$ cat config.mk
export PLATFORM = sky130hd
export DESIGN_NAME = ldiap_top
export DESIGN_NICKNAME = d
export VERILOG_FILES = /design/src/hw/ldiap_pkg.sv /design/src/hw/ldiap_ptr_if.sv /design/src/hw/ldiap_sync.sv /design/src/hw/ldiap_pointer.sv /design/src/hw/ldiap_top.sv
export VERILOG_INCLUDE_DIRS = /design/src /design/src/hw
export SDC_FILE = /design/constraint.sdc
export NUM_CORES = 1
export LEC_CHECK = 0
export ABC_AREA = 0
export BUFFER_PORTS_ARGS = -buffer_cell sky130_fd_sc_hd__buf_2
export CORE_UTILIZATION = 47
export CTS_CLUSTER_SIZE = 20
export DETAILED_ROUTE_END_ITERATION = 10
export GPL_TIMING_DRIVEN = 0
export HOLD_SLACK_MARGIN = 0.05
export PLACE_DENSITY = 0.65
export SLEW_MARGIN = 20
export SYNTH_ARGS = -nofsm -noshare
export SYNTH_HDL_FRONTEND = slang
export SYNTH_SLANG_ARGS = --single-unit
$ cat constraint.sdc
create_clock -name clock -period 3.4 [get_ports clock]
set_input_delay 0.68 -clock clock [delete_from_list [all_inputs] [get_ports clock]]
set_output_delay 0.68 -clock clock [all_outputs]
set_load 0.005 [all_outputs]
$ cat src/hw/ldiap_params.svh
// Constants of the bus address and register pointer front end
// Summary of operation
// - Compare received address with seven strap pins.
// - Last address bit one reads, zero writes.
// - Reserved strap addresses treated as ordinary.
// - Broadcast address register resets to 1110000.
// - Broadcast matching enabled out of reset.
// - Subgroup address registers reset to defaults.
// - Subgroup matching disabled out of reset.
// - Soft reset address acknowledged only on write.
// - First write byte loads pointer control register.
// - Bits 4:0 pointer, bits 7:5 mode.
// - Pointer names first register accessed afterwards.
// - Top mode bit set steps pointer per byte.
// - Mode 000 keeps pointer fixed.
// - Mode 100 wraps 11h to 00h.
// - Mode 101 wraps 11h to 02h.
// - Mode 110 wraps 0Bh to 0Ah.
// - Mode 111 wraps 0Bh to 02h.
// - Stepping never alters the mode field.
// - Stepping continues every byte until transfer ends.
// - Pointer values above 11h are not acknowledged.
// - Mode register one enable bits gate groups.
`ifndef LDIAP_PARAMS_SVH
`define LDIAP_PARAMS_SVH
`define LDIAP_RST_CALL_ADDR 8'h06
`define LDIAP_BC_RST      8'hE0
`define LDIAP_SG1_RST     8'hE2
`define LDIAP_SG2_RST     8'hE4
`define LDIAP_SG3_RST     8'hE8
`define LDIAP_MREG_RST    5'h11
`define LDIAP_CTRL_RST    8'h80
`define LDIAP_REG_MREG    5'h00
`define LDIAP_REG_FIRST_BR 5'h02
`define LDIAP_REG_GRP_LO  5'h0A
`define LDIAP_REG_GRP_HI  5'h0B
`define LDIAP_REG_SG1     5'h0E
`define LDIAP_REG_SG2     5'h0F
`define LDIAP_REG_SG3     5'h10
`define LDIAP_REG_BC      5'h11
`define LDIAP_REG_LAST    5'h11
`define LDIAP_EN_SG1      3
`define LDIAP_EN_SG2      2
`define LDIAP_EN_SG3      1
`define LDIAP_EN_BC       0
`define LDIAP_BYTE_BITS   4'h8
`endif

$ cat src/hw/ldiap_pkg.sv
// Types of the bus address and register pointer front end
package ldiap_pkg;
    typedef enum logic [8:0] {
        LDIAP_IDLE = 9'h001,
        LDIAP_ADDR = 9'h002,
        LDIAP_AACK = 9'h004,
        LDIAP_CTRL = 9'h008,
        LDIAP_CACK = 9'h010,
        LDIAP_WDAT = 9'h020,
        LDIAP_WACK = 9'h040,
        LDIAP_RDAT = 9'h080,
        LDIAP_RACK = 9'h100
    } ldiap_state_type;
    // Same layout as the control byte: mode 7:5, pointer 4:0
    typedef struct packed {
        logic [2:0] mode;
        logic [4:0] ptr;
    } ldiap_ptr_st_type;
endpackage

$ cat src/hw/ldiap_ptr_if.sv
// Pointer load and step signals between bus engine and pointer
`timescale 1ns/1ps
`default_nettype none
interface ldiap_ptr_if;
    logic       load;
    logic       step;
    logic [7:0] ctrl;
    logic [4:0] ptr;
    logic [2:0] mode;
    modport core (output load, step, ctrl, input ptr, mode);
    modport unit (input load, step, ctrl, output ptr, mode);
endinterface // ldiap_ptr_if
`default_nettype wire

$ cat src/hw/ldiap_sync.sv
// Three stage input synchroniser with agreement filter
`timescale 1ns/1ps
`default_nettype none
module ldiap_sync import ldiap_pkg::*; #(
    parameter int W = 1
) (
    input  wire logic         clock,
    input  wire logic         nrst,
    input  wire logic [W-1:0] d,
    output logic      [W-1:0] q
);
    typedef struct packed {
        logic [W-1:0] s1;
        logic [W-1:0] s2;
        logic [W-1:0] s3;
        logic [W-1:0] o;
    } ldiap_sync_st_type;
    ldiap_sync_st_type st_q;
    ldiap_sync_st_type st_d;

    // Shift chain; output follows once stages two and three agree
    always_comb begin
        st_d    = st_q;
        st_d.s1 = d;
        st_d.s2 = st_q.s1;
        st_d.s3 = st_q.s2;
        for (int i = 0; i < W; i++) begin
            if (st_q.s2[i] == st_q.s3[i]) begin
                st_d.o[i] = st_q.s3[i];
            end
        end
    end

    // State register
    always_ff @(posedge clock or negedge nrst) begin
        if (!nrst) begin
            st_q <= '0;
        end else begin
            st_q <= st_d;
        end
    end
    assign q = st_q.o;
endmodule // ldiap_sync
`default_nettype wire

$ cat src/hw/ldiap_pointer.sv
// Register pointer with mode dependent stepping and wrap
`timescale 1ns/1ps
`default_nettype none
`include "ldiap_params.svh"
module ldiap_pointer import ldiap_pkg::*; (
    input  wire logic  clock,
    input  wire logic  nrst,
    ldiap_ptr_if.unit  pif
);
    ldiap_ptr_st_type st_q;
    ldiap_ptr_st_type st_d;

    // Last register of a stepping window for a mode
    function automatic logic [4:0] last_of(input logic [2:0] m);
        return m[1] ? `LDIAP_REG_GRP_HI : `LDIAP_REG_LAST;
    endfunction

    // Wrap target of a stepping window for a mode
    function automatic logic [4:0] wrap_of(input logic [2:0] m);
        case (m)
            3'h5:    return `LDIAP_REG_FIRST_BR;
            3'h6:    return `LDIAP_REG_GRP_LO;
            3'h7:    return `LDIAP_REG_FIRST_BR;
            default: return 5'h00;
        endcase
    endfunction

    // Load from control byte or step within the window
    always_comb begin
        st_d = st_q;
        if (pif.load) begin
            st_d.ptr  = pif.ctrl[4:0];
            st_d.mode = pif.ctrl[7:5];
        end else if (pif.step && st_q.mode[2]) begin
            if (st_q.ptr >= last_of(st_q.mode)) begin
                st_d.ptr = wrap_of(st_q.mode);
            end else begin
                st_d.ptr = st_q.ptr + 5'h01;
            end
        end
    end

    // State register
    always_ff @(posedge clock or negedge nrst) begin
        if (!nrst) begin
            st_q <= ldiap_ptr_st_type'(`LDIAP_CTRL_RST);
        end else begin
            st_q <= st_d;
        end
    end
    assign pif.ptr  = st_q.ptr;
    assign pif.mode = st_q.mode;
endmodule // ldiap_pointer
`default_nettype wire

$ cat src/hw/ldiap_top.sv
// Bus target front end: address decode, control byte, pointer
`timescale 1ns/1ps
`default_nettype none
`include "ldiap_params.svh"
module ldiap_top import ldiap_pkg::*; (
    input  wire logic       clock,
    input  wire logic       nrst,
    input  wire logic       scl_in,
    input  wire logic       sda_in,
    output logic            sda_out,
    output logic            sda_oe_n,
    input  wire logic [6:0] strap_address_pins,
    output logic            reg_wr_en,
    output logic [4:0]      reg_wr_addr,
    output logic [7:0]      reg_wdata,
    output logic [4:0]      reg_rd_addr,
    input  wire logic [7:0] reg_rdata,
    output logic            bus_soft_reset_call,
    output logic [4:0]      register_pointer,
    output logic [2:0]      increment_mode_field
);

    typedef struct packed {
        ldiap_state_type  st;
        logic [3:0]       cnt;
        logic [7:0]       sr;
        logic             dir;
        logic             rst_call;
        logic             oe_n;
        logic             scl_p;
        logic             sda_p;
        logic [7:0]       bc;
        logic [2:0][7:0]  sub;
        logic [4:0]       mreg;
        logic             wr;
        logic [4:0]       wadr;
        logic [7:0]       wdat;
        logic             srst;
    } ldiap_top_st_type;

    ldiap_top_st_type st_q;
    ldiap_top_st_type st_d;
    logic [8:0]       pins;
    logic             scl;
    logic             sda;
    logic [6:0]       strap;
    logic             rise;
    logic             fall;
    logic             start;
    logic             stop;
    logic             ahit;
    logic [7:0]       rd_byte;
    ldiap_ptr_if      pif ();

    // Address compare on the upper seven bits only
    function automatic logic hit7(input logic [7:0] a, input logic [7:0] b);
        return a[7:1] == b[7:1];
    endfunction

    // Pin synchronisers for clock, data and straps
    ldiap_sync #(.W(9)) u_sync (
        .clock (clock),
        .nrst  (nrst),
        .d     ({scl_in, sda_in, strap_address_pins}),
        .q     (pins)
    );
    assign scl   = pins[8];
    assign sda   = pins[7];
    assign strap = pins[6:0];

    // Register pointer unit
    ldiap_pointer u_ptr (
        .clock (clock),
        .nrst  (nrst),
        .pif   (pif)
    );

    // Bus conditions from the filtered lines
    assign rise  = scl && !st_q.scl_p;
    assign fall  = !scl && st_q.scl_p;
    assign start = scl && st_q.scl_p && st_q.sda_p && !sda;
    assign stop  = scl && st_q.scl_p && !st_q.sda_p && sda;

    // Address match: straps, broadcast, subgroups, soft reset
    always_comb begin
        ahit = (st_q.sr[7:1] == strap);
        if (st_q.mreg[`LDIAP_EN_BC] && hit7(st_q.sr, st_q.bc)) begin
            ahit = 1'b1;
        end
        if (st_q.mreg[`LDIAP_EN_SG1] && hit7(st_q.sr, st_q.sub[0])) begin
            ahit = 1'b1;
        end
        if (st_q.mreg[`LDIAP_EN_SG2] && hit7(st_q.sr, st_q.sub[1])) begin
            ahit = 1'b1;
        end
        if (st_q.mreg[`LDIAP_EN_SG3] && hit7(st_q.sr, st_q.sub[2])) begin
            ahit = 1'b1;
        end
        if (st_q.sr == `LDIAP_RST_CALL_ADDR) begin
            ahit = 1'b1;
        end
    end

    // Read data: locally held registers, else the outside file
    always_comb begin
        case (pif.ptr)
            `LDIAP_REG_MREG: rd_byte = {pif.mode, st_q.mreg};
            `LDIAP_REG_SG1:  rd_byte = st_q.sub[0];
            `LDIAP_REG_SG2:  rd_byte = st_q.sub[1];
            `LDIAP_REG_SG3:  rd_byte = st_q.sub[2];
            `LDIAP_REG_BC:    rd_byte = st_q.bc;
            default:          rd_byte = reg_rdata;
        endcase
    end

    // Bus engine
    always_comb begin
        st_d       = st_q;
        st_d.scl_p = scl;
        st_d.sda_p = sda;
        st_d.wr    = 1'b0;
        st_d.srst  = 1'b0;
        pif.load   = 1'b0;
        pif.step   = 1'b0;
        pif.ctrl   = st_q.sr;
        if (start) begin
            st_d.st   = LDIAP_ADDR;
            st_d.cnt  = 4'h0;
            st_d.oe_n = 1'b1;
        end else if (stop) begin
            st_d.st   = LDIAP_IDLE;
            st_d.oe_n = 1'b1;
        end else begin
            case (st_q.st)
                LDIAP_IDLE: begin
                    st_d.oe_n = 1'b1;
                end
                LDIAP_ADDR, LDIAP_CTRL, LDIAP_WDAT: begin
                    if (rise) begin
                        st_d.sr  = {st_q.sr[6:0], sda};
                        st_d.cnt = st_q.cnt + 4'h1;
                    end
                    if (fall && st_q.cnt == `LDIAP_BYTE_BITS) begin
                        st_d.st = LDIAP_IDLE;
                        if (st_q.st == LDIAP_ADDR && ahit) begin
                            st_d.st    = LDIAP_AACK;
                            st_d.oe_n  = 1'b0;
                            st_d.dir   = st_q.sr[0];
                            st_d.rst_call = (st_q.sr == `LDIAP_RST_CALL_ADDR);
                        end
                        if (st_q.st == LDIAP_CTRL && st_q.sr[4:0] <= `LDIAP_REG_LAST) begin
                            st_d.st   = LDIAP_CACK;
                            st_d.oe_n = 1'b0;
                            pif.load  = 1'b1;
                        end
                        if (st_q.st == LDIAP_WDAT) begin
                            st_d.st   = LDIAP_WACK;
                            st_d.oe_n = 1'b0;
                            st_d.wr   = 1'b1;
                            st_d.wadr = pif.ptr;
                            st_d.wdat = st_q.sr;
                            case (pif.ptr)
                                `LDIAP_REG_MREG: st_d.mreg   = st_q.sr[4:0];
                                `LDIAP_REG_SG1:  st_d.sub[0] = st_q.sr;
                                `LDIAP_REG_SG2:  st_d.sub[1] = st_q.sr;
                                `LDIAP_REG_SG3:  st_d.sub[2] = st_q.sr;
                                `LDIAP_REG_BC:    st_d.bc     = st_q.sr;
                                default:          st_d.wr     = 1'b1;
                            endcase
                        end
                    end
                end
                LDIAP_AACK: begin
                    if (fall) begin
                        st_d.oe_n = 1'b1;
                        st_d.cnt  = 4'h0;
                        if (st_q.rst_call) begin
                            st_d.srst = 1'b1;
                            st_d.st   = LDIAP_IDLE;
                        end else if (st_q.dir) begin
                            st_d.st   = LDIAP_RDAT;
                            st_d.sr   = rd_byte;
                            st_d.oe_n = rd_byte[7];
                            st_d.cnt  = 4'h1;
                        end else begin
                            st_d.st = LDIAP_CTRL;
                        end
                    end
                end
                LDIAP_CACK: begin
                    if (fall) begin
                        st_d.oe_n = 1'b1;
                        st_d.cnt  = 4'h0;
                        st_d.st   = LDIAP_WDAT;
                    end
                end
                LDIAP_WACK: begin
                    if (fall) begin
                        st_d.oe_n = 1'b1;
                        st_d.cnt  = 4'h0;
                        st_d.st   = LDIAP_WDAT;
                        pif.step  = 1'b1;
                    end
                end
                LDIAP_RDAT: begin
                    if (fall) begin
                        if (st_q.cnt == `LDIAP_BYTE_BITS) begin
                            st_d.oe_n = 1'b1;
                            st_d.st   = LDIAP_RACK;
                            pif.step  = 1'b1;
                        end else begin
                            st_d.sr   = {st_q.sr[6:0], 1'b0};
                            st_d.oe_n = st_q.sr[6];
                            st_d.cnt  = st_q.cnt + 4'h1;
                        end
                    end
                end
                LDIAP_RACK: begin
                    if (rise) begin
                        st_d.dir = ~sda;
                    end
                    if (fall) begin
                        if (st_q.dir) begin
                            st_d.st   = LDIAP_RDAT;
                            st_d.sr   = rd_byte;
                            st_d.oe_n = rd_byte[7];
                            st_d.cnt  = 4'h1;
                        end else begin
                            st_d.st = LDIAP_IDLE;
                        end
                    end
                end
                default: begin
                    st_d.st   = LDIAP_IDLE;
                    st_d.oe_n = 1'b1;
                end
            endcase
        end
    end

    // State register with volatile address reset values
    always_ff @(posedge clock or negedge nrst) begin
        if (!nrst) begin
            st_q        <= '0;
            st_q.st     <= LDIAP_IDLE;
            st_q.oe_n   <= 1'b1;
            st_q.scl_p  <= 1'b1;
            st_q.sda_p  <= 1'b1;
            st_q.bc     <= `LDIAP_BC_RST;
            st_q.sub[0] <= `LDIAP_SG1_RST;
            st_q.sub[1] <= `LDIAP_SG2_RST;
            st_q.sub[2] <= `LDIAP_SG3_RST;
            st_q.mreg   <= `LDIAP_MREG_RST;
        end else begin
            st_q <= st_d;
        end
    end

    // Outputs
    assign sda_out              = 1'b0;
    assign sda_oe_n             = st_q.oe_n;
    assign reg_wr_en            = st_q.wr;
    assign reg_wr_addr          = st_q.wadr;
    assign reg_wdata            = st_q.wdat;
    assign reg_rd_addr          = pif.ptr;
    assign bus_soft_reset_call  = st_q.srst;
    assign register_pointer     = pif.ptr;
    assign increment_mode_field = pif.mode;
endmodule // ldiap_top
`default_nettype wire

# Word-level counts from Yosys, hierarchy flattened
# Cells that the tools add are included.
# op_classes
mux,71
n_eq_ne,60
multipliers,0
n_reduce_logical,39
div_mod_pow,0
order_cmp,2
bitwise,3
shifts,0
n_addsub,2
# op_table
op,n
21-bit 2-to-1 mux,3
9-bit 2-to-1 mux,7
14-bit 2-to-1 mux,4
9-bit case mux with 6 select lines,1
8-bit case mux with 5 select lines,1
12-bit 2-to-1 mux,3
6-bit AND reduction,6
7-bit equality test,5
1-bit 2-to-1 mux,32
8-bit case mux with 4 select lines,1
15-bit 2-to-1 mux,2
13-bit 2-to-1 mux,2
8-bit 2-to-1 mux,3
"2-bit != test, second input constant",12
"4-bit != test, second input constant",6
"3-bit != test, second input constant",7
5-bit 2-to-1 mux,4
4-bit case mux with 5 select lines,1
1-bit logical AND,15
7-bit AND reduction,2
11-bit AND reduction,1
"5-bit by 4-bit equality test with 1-bit output, second input constant",2
"5-bit equality test, second input constant",2
5-bit AND reduction,2
other kinds (33),53
# word_totals
elab_cells,208
ram_bits,0
output_inout_bits,30
register_bits,122
input_bits,19
mem_count,0
mem_bits_ro,0
latchBits,0

# Depth between registers and ports, before layout
# Gate-level depths: netlist of the first run.
# depth
depth_word,15
ltp_mapped,9
depth_no_buf,9

# Modules after synthesis
# From an unflattened synthesis of the first run, not the netlist that was laid out.
# hier_totals
cells_unflattened,605
area_unflattened_um2,6428.7
# by_module_without_submodules
mod,seq_area_each_um2,instances,cells_each,area_per_inst_um2
ldiap_top,1978.1,1,496,4770.8
ldiap_sync,900.9,1,54,1069.8
ldiap_pointer,201.4,1,55,588.1

# Worst setup path before layout of the first run
# Ideal clock, no wire load.
# synth_timing
path_type,reg-to-reg
startpoint,register st_q[69] in the netlist's numbering
endpoint,register st_q[72] in the netlist's numbering
required_ns,3.275
period_less_slack_ns,2.530
path_stages_with_launch,8
setup_ns,0.125
n_path_buf,1
slack_ns,0.870
arrival_time_ns,2.405
path_cell_list,dfstp_2 -> buf_6 -> or4_4 -> or4_4 -> o311ai_4 -> a211oi_2 -> nor2_4 -> mux2_2
# synth_via
elab_chain_cells,6
word_cells_on_any_way,24
classes_between,eq/ne (16); mux (5); reduce/logical (3)
# synth_lines
element,line,rtl
"start, declared",ldiap_top.sv:41,ldiap_top_st_type st_q;
"start signal, assigned",ldiap_top.sv:255,st_q <= st_d;
9-bit by 6-bit equality test with 1-bit output,"ldiap_top.sv:134, ldiap_top.sv:156",
9-bit 2-to-1 mux,ldiap_top.sv:156,if (st_q.st == LDIAP_WDAT) begin
9-bit 2-to-1 mux,ldiap_top.sv:143,if (fall && st_q.cnt == `LDIAP_BYTE_BITS) begin
9-bit case mux with 6 select lines,ldiap_top.sv:134,case (st_q.st)
9-bit 2-to-1 mux,ldiap_top.sv:130,end else if (stop) begin
13-bit 2-to-1 mux,ldiap_top.sv:126,if (start) begin
# Parallel ways exist; a longest one is shown, timed or not. The select of a mux whose other input is x is not followed.
# A chain may end at the register's enable or synchronous reset.

# Worst setup path after layout of the first run
# layout_timing
startpoint,register u_ptr.st_q (netlist bit u_ptr.pif.ptr[0])
endpoint,register st_q (netlist bit pif.ctrl[7])
# layout_via
elab_chain_cells,6
word_cells_on_any_way,12
classes_between,eq/ne (4); mux (7); reduce/logical (1)
# layout_lines
element,line,rtl
"start, declared",ldiap_pointer.sv:10,ldiap_ptr_st_type st_q;
"start signal, assigned",ldiap_pointer.sv:46,st_q <= ldiap_ptr_st_type'(`LDIAP_CTRL_RST);
"start signal, assigned",ldiap_pointer.sv:48,st_q <= st_d;
"5-bit equality test, or another cell as far along",ldiap_top.sv:106,case (pif.ptr)
8-bit case mux with 5 select lines *,ldiap_top.sv:106,
9-bit 2-to-1 mux,ldiap_top.sv:180,end else if (st_q.dir) begin
9-bit 2-to-1 mux,ldiap_top.sv:177,if (st_q.rst_call) begin
21-bit 2-to-1 mux,ldiap_top.sv:174,if (fall) begin
8-bit case mux with 4 select lines *,ldiap_top.sv:134,
# Mark *: on every way between the ends. The rest lies on a longest branch, timed or not. The select of a mux whose other input is x is not followed.

==> flow_summary.json, run 1 <==
{
  "yosysUniqueCellTypes": 63,
  "fin_cells": 784,
  "p_comb_share_pct": 15.0,
  "cpLargestDelayFamily": "simple AND/OR/NAND/NOR gates",
  "syn_to_final_growth_pct": 18.2,
  "vias": 4286,
  "drt-initial-drc-count": 393,
  "synth-main-ff-cell": "dfrtp_1",
  "cp-end-kind": "register",
  "die_h_um": 116,
  "routedWlPerCell_um": 17.9,
  "cts_resized": 0,
  "layout_min_cycle_time_ps": 3100,
  "finalPower_w": 0.00414,
  "layout_common_cells": "dfrtp_1 (100), mux2_2 (62), buf_2 (51), nand2_1 (34), xnor2_1 (34)",
  "clk_pin_slew_worst_paths_ps": 60,
  "fin_area_mm2": 0.00723,
  "dieArea_mm2": 0.0135,
  "max_stage_delay_ps": 920,
  "yosys-top-cells-area": "dfrtp_1 (41%), mux2_2 (11%), dfstp_2 (9.5%), xnor2_1 (4.9%), buf_4 (2.3%)",
  "path_max_fanout": 10,
  "leakage_nw": 3.33,
  "slew_violations": 0,
  "p_seq_share_pct": 38.6,
  "num_rows": 41,
  "hold_class": "in -> async",
  "drive_gt1_share_pct": 33.3,
  "outcome": "finished clean",
  "synthCells": 532,
  "cts_root_buf": "clkbuf_16",
  "async_flop_share_pct": 100,
  "place_ws_ps": 306,
  "crit_type": "reg -> reg",
  "setup_viol": 0,
  "post_cts_buffers": 0,
  "cp-start-kind": "register",
  "syn_nets": 561,
  "period_share_pct": 91.3,
  "cpMostUsedCell": "ha_1",
  "core-area_mm2": 0.0127,
  "cts_max_level": 4,
  "io_buffers": 47,
  "synth.avg_cell_area_um2": 11.5,
  "p_sw_share_pct": 27.4,
  "max_freq_mhz": 322,
  "final.setup.tns_ps": 0,
  "worstPathRequired_ps": 3710,
  "drc": 0,
  "place_area_mm2": 0.00660,
  "place_congestion": 0.871,
  "slew_headroom_pct": 34.7,
  "switching_power_w": 0.00114,
  "worstMarginPinSlew_ps": 971,
  "rsz0062_at_grt": "false",
  "grt-ovfl-total": 0,
  "drt_wl_total_um": 14000,
  "power_density_mw_per_mm2": 573,
  "clock_sinks": 122,
  "grt_antenna_before_repair": 0,
  "fin_skew_ps": 5.10,
  "path_cells": "ha_1, and3_1, ha_1, clkbuf_1, nor4_2, mux2i_1, o21ai_0, mux2_2",
  "yosysSeqAreaShare_pct": 50.4,
  "grt_max_degree": 64,
  "slowest_stage": "nor4_2",
  "grt_pass1_vias": 4241,
  "hold_viol_final": 0,
  "grt_pass1_wl_um": 22600,
  "clock_path_buffers": 2,
  "ir_worst_vdd_v": 0.000372,
  "worstPathArrival_ps": 3410,
  "place_hpwl_um": 9770,
  "drv_cap": 0,
  "grtUsageTotal_pct": 22.9,
  "yosys_register_bits": 122,
  "nets": 628,
  "numCtsBuffers": 17,
  "die_x_um": 116,
  "cts_hold_buf": 0,
  "internal_power_w": 0.00301,
  "antenna_cells": 0,
  "crit_buf_inv": 1,
  "ios": 49,
  "yosysWarnings": 0,
  "setup_ws_ps": 296,
  "p_clk_share_pct": 46.4,
  "synth_area_mm2": 0.00611,
  "worstSkewPairLatency_ps": 420,
  "start_util_pct": 48.3,
  "dpl.cell_count": 752,
  "final_common_cell": "dfrtp_1",
  "cts_tree": "yes",
  "yosysTopAreaCellShare_pct": 40.9,
  "post_drt_via_cell_ratio": 5.47,
  "antenna_left": 0,
  "synth_edf_count": 0,
  "drtPass1Iterations": 4,
  "synth_top_cell_by_area": "dfrtp_1"
}
==> stage by stage <==
stage               utilization (%)  hold slack, ps
finish                         57.1             231
global route                   57.1             278
CTS                            57.1             263
detailed placement             52.1             335
global placement               51.8             332
floorplan                         -             331
==> final timing paths <==
check	startpoint	to	slack (ps)	depth (start not counted)
max	u_ptr.pif.ptr[0]$_DFFE_PN0P_	pif.ctrl[7]$_DFFE_PN0P_	300	8
min reg2reg	u_sync.st_d[26]$_DFF_PN0_	u_sync.st_d[17]$_DFF_PN0_	350	0
min in group clock	u_sync.st_d[26]$_DFF_PN0_	u_sync.st_d[17]$_DFF_PN0_	350	0
max in group asynchronous	nrst	st_q[39]$_DFFE_PN1P_	2420	2
max reg2reg	u_ptr.pif.ptr[0]$_DFFE_PN0P_	pif.ctrl[7]$_DFFE_PN0P_	300	8
min	nrst	st_q[74]$_DFFE_PN0P_	230	1
==> worst reg2reg max path: stages, from the launching register on <==
cell and delay, ps:
dfrtp_1 490, ha_1 290, and3_1 190, ha_1 170, clkbuf_1 250, nor4_2 920
mux2i_1 310, o21ai_0 100, mux2_2 280
==> final cells by class <==
| class | count | area [um^2] |
|---|---|---|
| buffer | 45 | 254 |
| sequential | 122 | 3080 |
| multi-input combinational | 346 | 2710 |
| clock buffer | 19 | 433 |
| timing repair buffer | 48 | 269 |
| inverter | 19 | 71.3 |
| fill | 1109 | 5440 |
| tap | 172 | 215 |
| clock inverter | 13 | 193 |
==> sequential cells by signal (all words and copies together) (netlist names), 3 cells and up <==
name,flops
u_ptr.pif.ptr,5
pif.ctrl,8
u_sync.st_q,9
reg_wr_addr,5
u_ptr.pif.mode,3
reg_wdata,8
u_sync.q,9
u_sync.st_d,18
st_q,54
==> synthesized netlist by cell type (all sizes together), types with 3 or more instances <==
| library cell | instances |
|---|---|
| a22oi | 18 |
| maj3 | 9 |
| nor3 | 6 |
| xor2 | 5 |
| a221o | 3 |
| dfrtp | 100 |
| xnor2 | 34 |
| o41ai | 3 |
| or3 | 3 |
| mux2 | 62 |
| nand2b | 9 |
| nand3 | 8 |
| mux2i | 12 |
| clkbuf | 20 |
| a21oi | 14 |
| o31ai | 3 |
| buf | 25 |
| nand2 | 34 |
| nor2 | 23 |
| inv | 19 |
| dfstp | 22 |
| or4 | 3 |
| nand4 | 12 |
| ha | 10 |
| o21ai | 17 |
| nor2b | 5 |
| and3 | 4 |
| nand3b | 5 |
| a21o | 3 |
| a31oi | 6 |
| nor4 | 9 |
==> metal layers <==
metal | part of all wire [%] | vias to the layer above | global-route usage [%]
met5 | 0 | - | 0
met4 | 1.8 | 0 | 8.21
met3 | 4.0 | 22 | 5.91
met2 | 48 | 105 | 36.5
met1 | 46 | 2134 | 30.3
li1 | - | 2025 | -
==> power groups by stage <==
| stage | combinational, W | clock, W | sequential (W) |
|---|---|---|---|
| 2_1_floorplan | 0.000440 | 0 | 0.00161 |
| 3_3_place_gp | 0.000609 | 0 | 0.00162 |
| 3_5_place_dp | 0.000624 | 0 | 0.00162 |
| 4_1_cts | 0.000624 | 0.00195 | 0.00160 |
| 5_1_grt | 0.000679 | 0.00200 | 0.00161 |
| 6_report | 0.000623 | 0.00192 | 0.00160 |
==> kinds of logic (layout without fill, tap and decap cells) <==
| logic type | count (synthesis) | in the layout | share of synthesized area (%) |
|---|---|---|---|
| xor gates and xnor gates | 39 | 39 | 5.59 |
| adders and majority gates | 19 | 19 | 3.52 |
| buffers and inverters | 64 | 144 | 5.32 |
| and+or+nand+nor | 129 | 129 | 11.7 |
| other | 1 | 1 | 0.0613 |
| AOI/OAI and AO/OA | 84 | 84 | 10.1 |
| DFF | 122 | 122 | 50.4 |
| muxes | 74 | 74 | 13.4 |
(Power assumes the default switching activity.)
==> run 2: changes to the inputs <==
Settings changed: PLACE_DENSITY 0.65 to default, SYNTH_HIERARCHICAL from default to 1.
==> run 2 against run 1 <==
Compared with the run above:
- clock power shrank 4%
- area after synthesis grew 5.1%
- power shrank 8.0%
- synthesized cell count grew 14%
- wire length grew 13%
- combinational power shrank 33%
- cell count grew 9.9%
- register-to-register slack lost 80 ps
- critical endpoint is now st_q[76]$_DFFE_PN0P_
==> flow_summary.json, run 2 <==
{
  "hold_class": "in -> async",
  "regMostFlops": "st_q",
  "max_stage_delay_ps": 650,
  "setup_viol": 0,
  "synth_area_mm2": 0.00643,
  "grt_antenna_before_repair": 0,
  "drive_gt1_share_pct": 31.5,
  "yosysMostFrequentCell": "dfrtp_1",
  "clk_pin_slew_worst_paths_ps": 60,
  "max_freq_mhz": 315,
  "antenna_left": 0,
  "crit_type": "reg -> reg",
  "drt_wl_total_um": 15900,
  "yosysWarnings": 6,
  "rr_endpoint": "st_q[76]$_DFFE_PN0P_",
  "rrSetupSlack_ps": 220,
  "drtPass1Iterations": 5,
  "cts_root_buf": "clkbuf_16",
  "final.setup.tns_ps": 0,
  "grt_pass1_wl_um": 25900,
  "drv_cap": 0,
  "period_share_pct": 93.5,
  "slowest_stage": "or4_1",
  "grt-ovfl-total": 0,
  "worstMarginPinSlew_ps": 856,
  "post_cts_buffers": 0,
  "worstPathRequired_ps": 3690,
  "yosysTopAreaCellShare_pct": 38.9,
  "setup_ws_ps": 221,
  "yosysUniqueCellTypes": 77,
  "vias": 4781,
  "post_drt_via_cell_ratio": 5.55,
  "grtUsageTotal_pct": 24.1,
  "leakage_nw": 3.40,
  "die_h_um": 119,
  "cp-end-kind": "register",
  "io_buffers": 47,
  "clock_sinks": 122,
  "async_flop_share_pct": 100,
  "start_util_pct": 48.4,
  "num_rows": 42,
  "ir_worst_vdd_v": 0.000436,
  "rsz0062_at_grt": "false",
  "r2r_start": "st_q[69]$_DFFE_PN1P_",
  "fillers": 1189,
  "die_x_um": 119,
  "drt-initial-drc-count": 416,
  "antenna_cells": 0,
  "core-area_mm2": 0.0133,
  "largest_reg_flops": 54,
  "synthCells": 605,
  "path_cells": "buf_2, or4_1, nor4b_1, o21ai_0, a211oi_4, a41o_2, mux2_1",
  "reg2reg_depth": 7,
  "synth_top_cell_by_area": "dfrtp_1",
  "synth_common_cells": "dfrtp_1 (100), nand2_1 (78), mux2_2 (45)",
  "nets": 698,
  "power_density_mw_per_mm2": 505,
  "place_hpwl_um": 11300,
  "place_ws_ps": 124,
  "numCtsBuffers": 17,
  "outcome": "finished clean",
  "fin_skew_ps": 8.57,
  "yosys_register_bits": 122,
  "layout_common_cells": "dfrtp_1 (100), nand2_1 (78), buf_2 (52), mux2_2 (45), xnor2_1 (34)",
  "yosysSeqAreaShare_pct": 47.9,
  "syn_to_final_growth_pct": 17.3,
  "synth.avg_cell_area_um2": 10.6,
  "syn_nets": 630,
  "slew_violations": 0,
  "worstSkewPairLatency_ps": 420,
  "place_congestion": 0.926,
  "grt_max_degree": 74,
  "ios": 49,
  "grt_pass1_vias": 4831,
  "synth-main-ff-cell": "dfrtp_1",
  "synth_edf_count": 0,
  "hold_viol_final": 0,
  "cts_tree": "yes",
  "drc": 0,
  "cts_max_level": 4,
  "path_max_fanout": 10,
  "dieArea_mm2": 0.0142,
  "layout_min_cycle_time_ps": 3180,
  "clock_path_buffers": 2,
  "routedWlPerCell_um": 18.5,
  "cp-start-kind": "register",
  "slew_headroom_pct": 42.7,
  "final_common_cell": "dfrtp_1",
  "worstPathArrival_ps": 3470,
  "yosys-top-cells-area": "dfrtp_1 (39%), dfstp_2 (9.0%), mux2_2 (7.9%), xnor2_1 (4.6%), nand2_1 (4.6%)"
}
[run 2: changes by cell type in the layout (fill, tap and decap cells not counted), sizes merged, moves of 5 or more]
| cell | before | now |
|---|---|---|
| a22oi | 18 | 9 |
| a31oi | 6 | 1 |
| buf | 73 | 92 |
| inv | 22 | 17 |
| mux2 | 62 | 47 |
| nand2 | 34 | 79 |
| nor3 | 6 | 14 |
| o21ai | 17 | 31 |
| o31ai | 3 | 8 |
[run 2: through the flow]
stage | hold slack [ps] | area [um^2] | power (W) | cells | utilization [%]
2_1_floorplan | 331 | 6430 | 0.00184 | 605 | -
3_3_place_gp | 333 | 6880 | 0.00199 | 828 | 51.8
3_5_place_dp | 335 | 6930 | 0.00199 | 830 | 52.1
4_1_cts | 313 | 7540 | 0.00385 | 862 | 56.7
5_1_grt | 331 | 7540 | 0.00396 | 862 | 56.7
6_report | 282 | 7540 | 0.00381 | 862 | 56.7
[run 2: cell type report]
class	count	area [um^2]	share of cell area (%)
clock buffers	17	425	5.64
plain buffers	63	372	4.93
multi-input cells	413	2960	39.3
well taps	176	220	2.92
repair buffers	49	277	3.67
inverters	7	26.3	0.348
clock inverters	15	179	2.37
flip-flops and latches	122	3080	40.8
[run 2: routing by layer]
| layer | up-vias | part of all wire [%] | GRT usage (%) |
|---|---|---|---|
| met5 | - | 0 | 0 |
| met4 | 0 | 2.6 | 9.65 |
| met3 | 33 | 4.3 | 5.56 |
| met2 | 121 | 49 | 39.6 |
| met1 | 2362 | 44 | 30.7 |
| li1 | 2265 | - | - |
[run 2: critical path: cells and delay by family, from the launching register on]
family,cells,cell delay [ps]
simple gates,2,1140
compound gates,3,1020
flops,1,370
mux,1,340
buf+inv,1,180
[run 2: repair_timing]
action | CTS | global route
hold buffers | 0 | 0
resized for setup | 0 | 1
endpoints found under the setup margin | 0 | 2
[run 2: power breakdown]
group          internal (W)  switching [W]  total [W]
logic              0.000152       0.000263   0.000416
registers           0.00151      0.0000445    0.00156
clock network       0.00111       0.000731    0.00184
[run 2: logic make-up (layout without fill, tap and decap cells)]
family                     after synthesis  in the layout  share of synthesized area [%]
AOI/OAI and AO/OA                      100            100                           12.0
xor gates and xnor gates                39             39                           5.31
adders and majority gates               15             15                           2.74
buffers and inverters                   70            151                           6.19
DFF                                    122            122                           47.9
muxes                                   57             57                           9.79
other                                    1              1                         0.0583
and+or+nand+nor                        201            201                           16.0
[run 2: worst max-delay path by stage]
stage	cells past startpoint	from	end
final	7	st_q[69]$_DFFE_PN1P_	st_q[76]$_DFFE_PN0P_
after global routing	7	st_q[69]$_DFFE_PN1P_	st_q[76]$_DFFE_PN0P_
after CTS	9	st_q[77]$_DFFE_PN0P_	st_q[76]$_DFFE_PN0P_
after detailed placement	9	st_q[77]$_DFFE_PN0P_	st_q[76]$_DFFE_PN0P_
after global placement	1	nrst	reg_wdata[7]$_DFFE_PN0P_
after floorplan	9	st_q[73]$_DFFE_PN0P_	st_q[76]$_DFFE_PN0P_
==> run 3: changes to the inputs <==
Settings changed: ABC_CLOCK_PERIOD_IN_PS from default to 3400, CORE_UTILIZATION 47 to 55, PLACE_DENSITY from default to 0.74.
==> run 3 against run 2 <==
Compared with the run above:
- combinational power increased by 2%
- critical endpoint is now st_q[73]$_DFFE_PN0P_
- critical path depth increased by 2
- cell count is 3.8% lower
- wire length down 0.80%
- highest routed layer unchanged
==> flow_summary.json, run 3 (synthesis gave the netlist of run 2 again) <==
{
  "rrSetupSlack_ps": 170,
  "drt-initial-drc-count": 395,
  "nets": 698,
  "dpl.cell_count": 797,
  "cts_resized": 0,
  "drv_cap": 0,
  "cts_tree": "yes",
  "fillers": 896,
  "dieArea_mm2": 0.0121,
  "numCtsBuffers": 17,
  "finalPower_w": 0.00388,
  "ir_worst_vdd_v": 0.000575,
  "slew_violations": 0,
  "multi_input_area_mm2": 0.00296,
  "drt_wl_total_um": 15800,
  "slew_headroom_pct": 45.6,
  "power_density_mw_per_mm2": 517,
  "clock_sinks": 122,
  "start_util_pct": 56.3,
  "cts_hold_buf": 0,
  "max_freq_mhz": 310,
  "io_buffers": 47,
  "final.setup.tns_ps": 0,
  "post_drt_via_cell_ratio": 5.92,
  "hold_viol_final": 0,
  "largest_reg_flops": 54,
  "leakage_nw": 3.40,
  "drtPass1Iterations": 5,
  "antenna_left": 0,
  "worstSkewPairLatency_ps": 420,
  "outcome": "finished clean",
  "worstPathRequired_ps": 3700,
  "drc": 0,
  "worstMarginPinSlew_ps": 809,
  "die_h_um": 110,
  "core-area_mm2": 0.0114,
  "clock_path_buffers": 2,
  "place_congestion": 0.900,
  "drive_gt1_share_pct": 31.2,
  "hold_class": "in -> async",
  "cp-start-kind": "register",
  "worstPathArrival_ps": 3530,
  "period_share_pct": 95.0,
  "regMostFlops": "st_q",
  "grtUsageTotal_pct": 28.1,
  "grt_antenna_before_repair": 0,
  "setup_viol": 0,
  "crit_type": "reg -> reg",
  "layout_min_cycle_time_ps": 3230,
  "final_common_cell": "dfrtp_1",
  "path_max_fanout": 9,
  "grt_pass1_vias": 4821,
  "die_x_um": 110,
  "ios": 49,
  "rsz0062_at_grt": "false",
  "antenna_cells": 0,
  "grt-ovfl-total": 0,
  "num_rows": 39,
  "rr_endpoint": "st_q[73]$_DFFE_PN0P_",
  "vias": 4911,
  "cp-end-kind": "register",
  "cts_root_buf": "clkbuf_16",
  "place_hpwl_um": 10800,
  "ff_latch_area_mm2": 0.00308,
  "r2r_start": "st_q[77]$_DFFE_PN0P_",
  "clk_pin_slew_worst_paths_ps": 50,
  "fin_cells": 829,
  "syn_to_final_growth_pct": 16.8,
  "fin_skew_ps": 7.72,
  "grt_pass1_wl_um": 25100,
  "grt_max_degree": 65,
  "routedWlPerCell_um": 19.0,
  "cts_max_level": 4,
  "reg2reg_depth": 9,
  "post_cts_buffers": 0,
  "layout_common_cells": "dfrtp_1 (100), nand2_1 (78), buf_2 (53), mux2_2 (45), xnor2_1 (34)"
}
## run 3: changes by cell type in the layout (fill, tap and decap cells not counted), moves of 2 or more
cell	before	now
clkbuf_1	20	22
inv_6	7	1
clkinvlp_4	2	4
clkinv_2	0	3
inv_8	3	0
bufinv_16	2	4
## run 3: final cells by class
class	count	share of cell area (%)
Sequential cell	122	41.0
Multi-Input combinational cell	413	39.4
Clock buffer	20	5.95
Buffer	63	4.95
Timing Repair Buffer	49	3.65
Tap cell	143	2.38
Clock inverter	12	2.32
Inverter	7	0.350
## run 3: critical path, stage by stage (launching register included)
cell	delay (ps)
dfrtp_1	360
clkbuf_1	220
or2_2	320
clkbuf_1	200
a2111o_1	380
a21oi_4	270
a31oi_1	200
a211oi_2	530
a41o_2	290
mux2_1	340
## run 3: power breakdown
part	leakage [nW]	switching (W)	total, W	internal (W)
sequential	1.51	0.0000436	0.00156	0.00151
clock	0.292	0.000662	0.00190	0.00124
combinational	1.60	0.000272	0.000424	0.000152
## run 3: worst max path at each step
stage / startpoint / to / slack (ps) / cells after the start
6_report: st_q[77]$_DFFE_PN0P_ / st_q[73]$_DFFE_PN0P_ / 170 / 9
5_1_grt: st_q[77]$_DFFE_PN0P_ / st_q[73]$_DFFE_PN0P_ / 90 / 9
4_1_cts: st_q[69]$_DFFE_PN1P_ / st_q[73]$_DFFE_PN0P_ / 250 / 7
3_5_place_dp: st_q[69]$_DFFE_PN1P_ / st_q[73]$_DFFE_PN0P_ / 290 / 7
3_3_place_gp: st_q[75]$_DFFE_PN0P_ / pif.ctrl[3]$_DFFE_PN0P_ / 150 / 6
2_1_floorplan: st_q[73]$_DFFE_PN0P_ / st_q[76]$_DFFE_PN0P_ / 730 / 9
## run 3: through the flow
step	hold WS (ps)	util, %	setup slack, ps	cell area, um^2
floorplan	331	-	734	6430
global placement	331	59.9	153	6840
detailed placement	335	60.3	291	6890
CTS	255	65.8	247	7510
global route	283	65.8	89.0	7510
finish	229	65.8	170	7510
## run 3: per-layer routing
metal,vias up,wire [um],share of wire (%),GRT usage (%)
li1,2262,-,-,-
met1,2409,6990,44,37.1
met2,195,7230,46,42.5
met3,45,1050,6.6,8.99
met4,0,513,3.3,12.7
met5,-,0,0,0
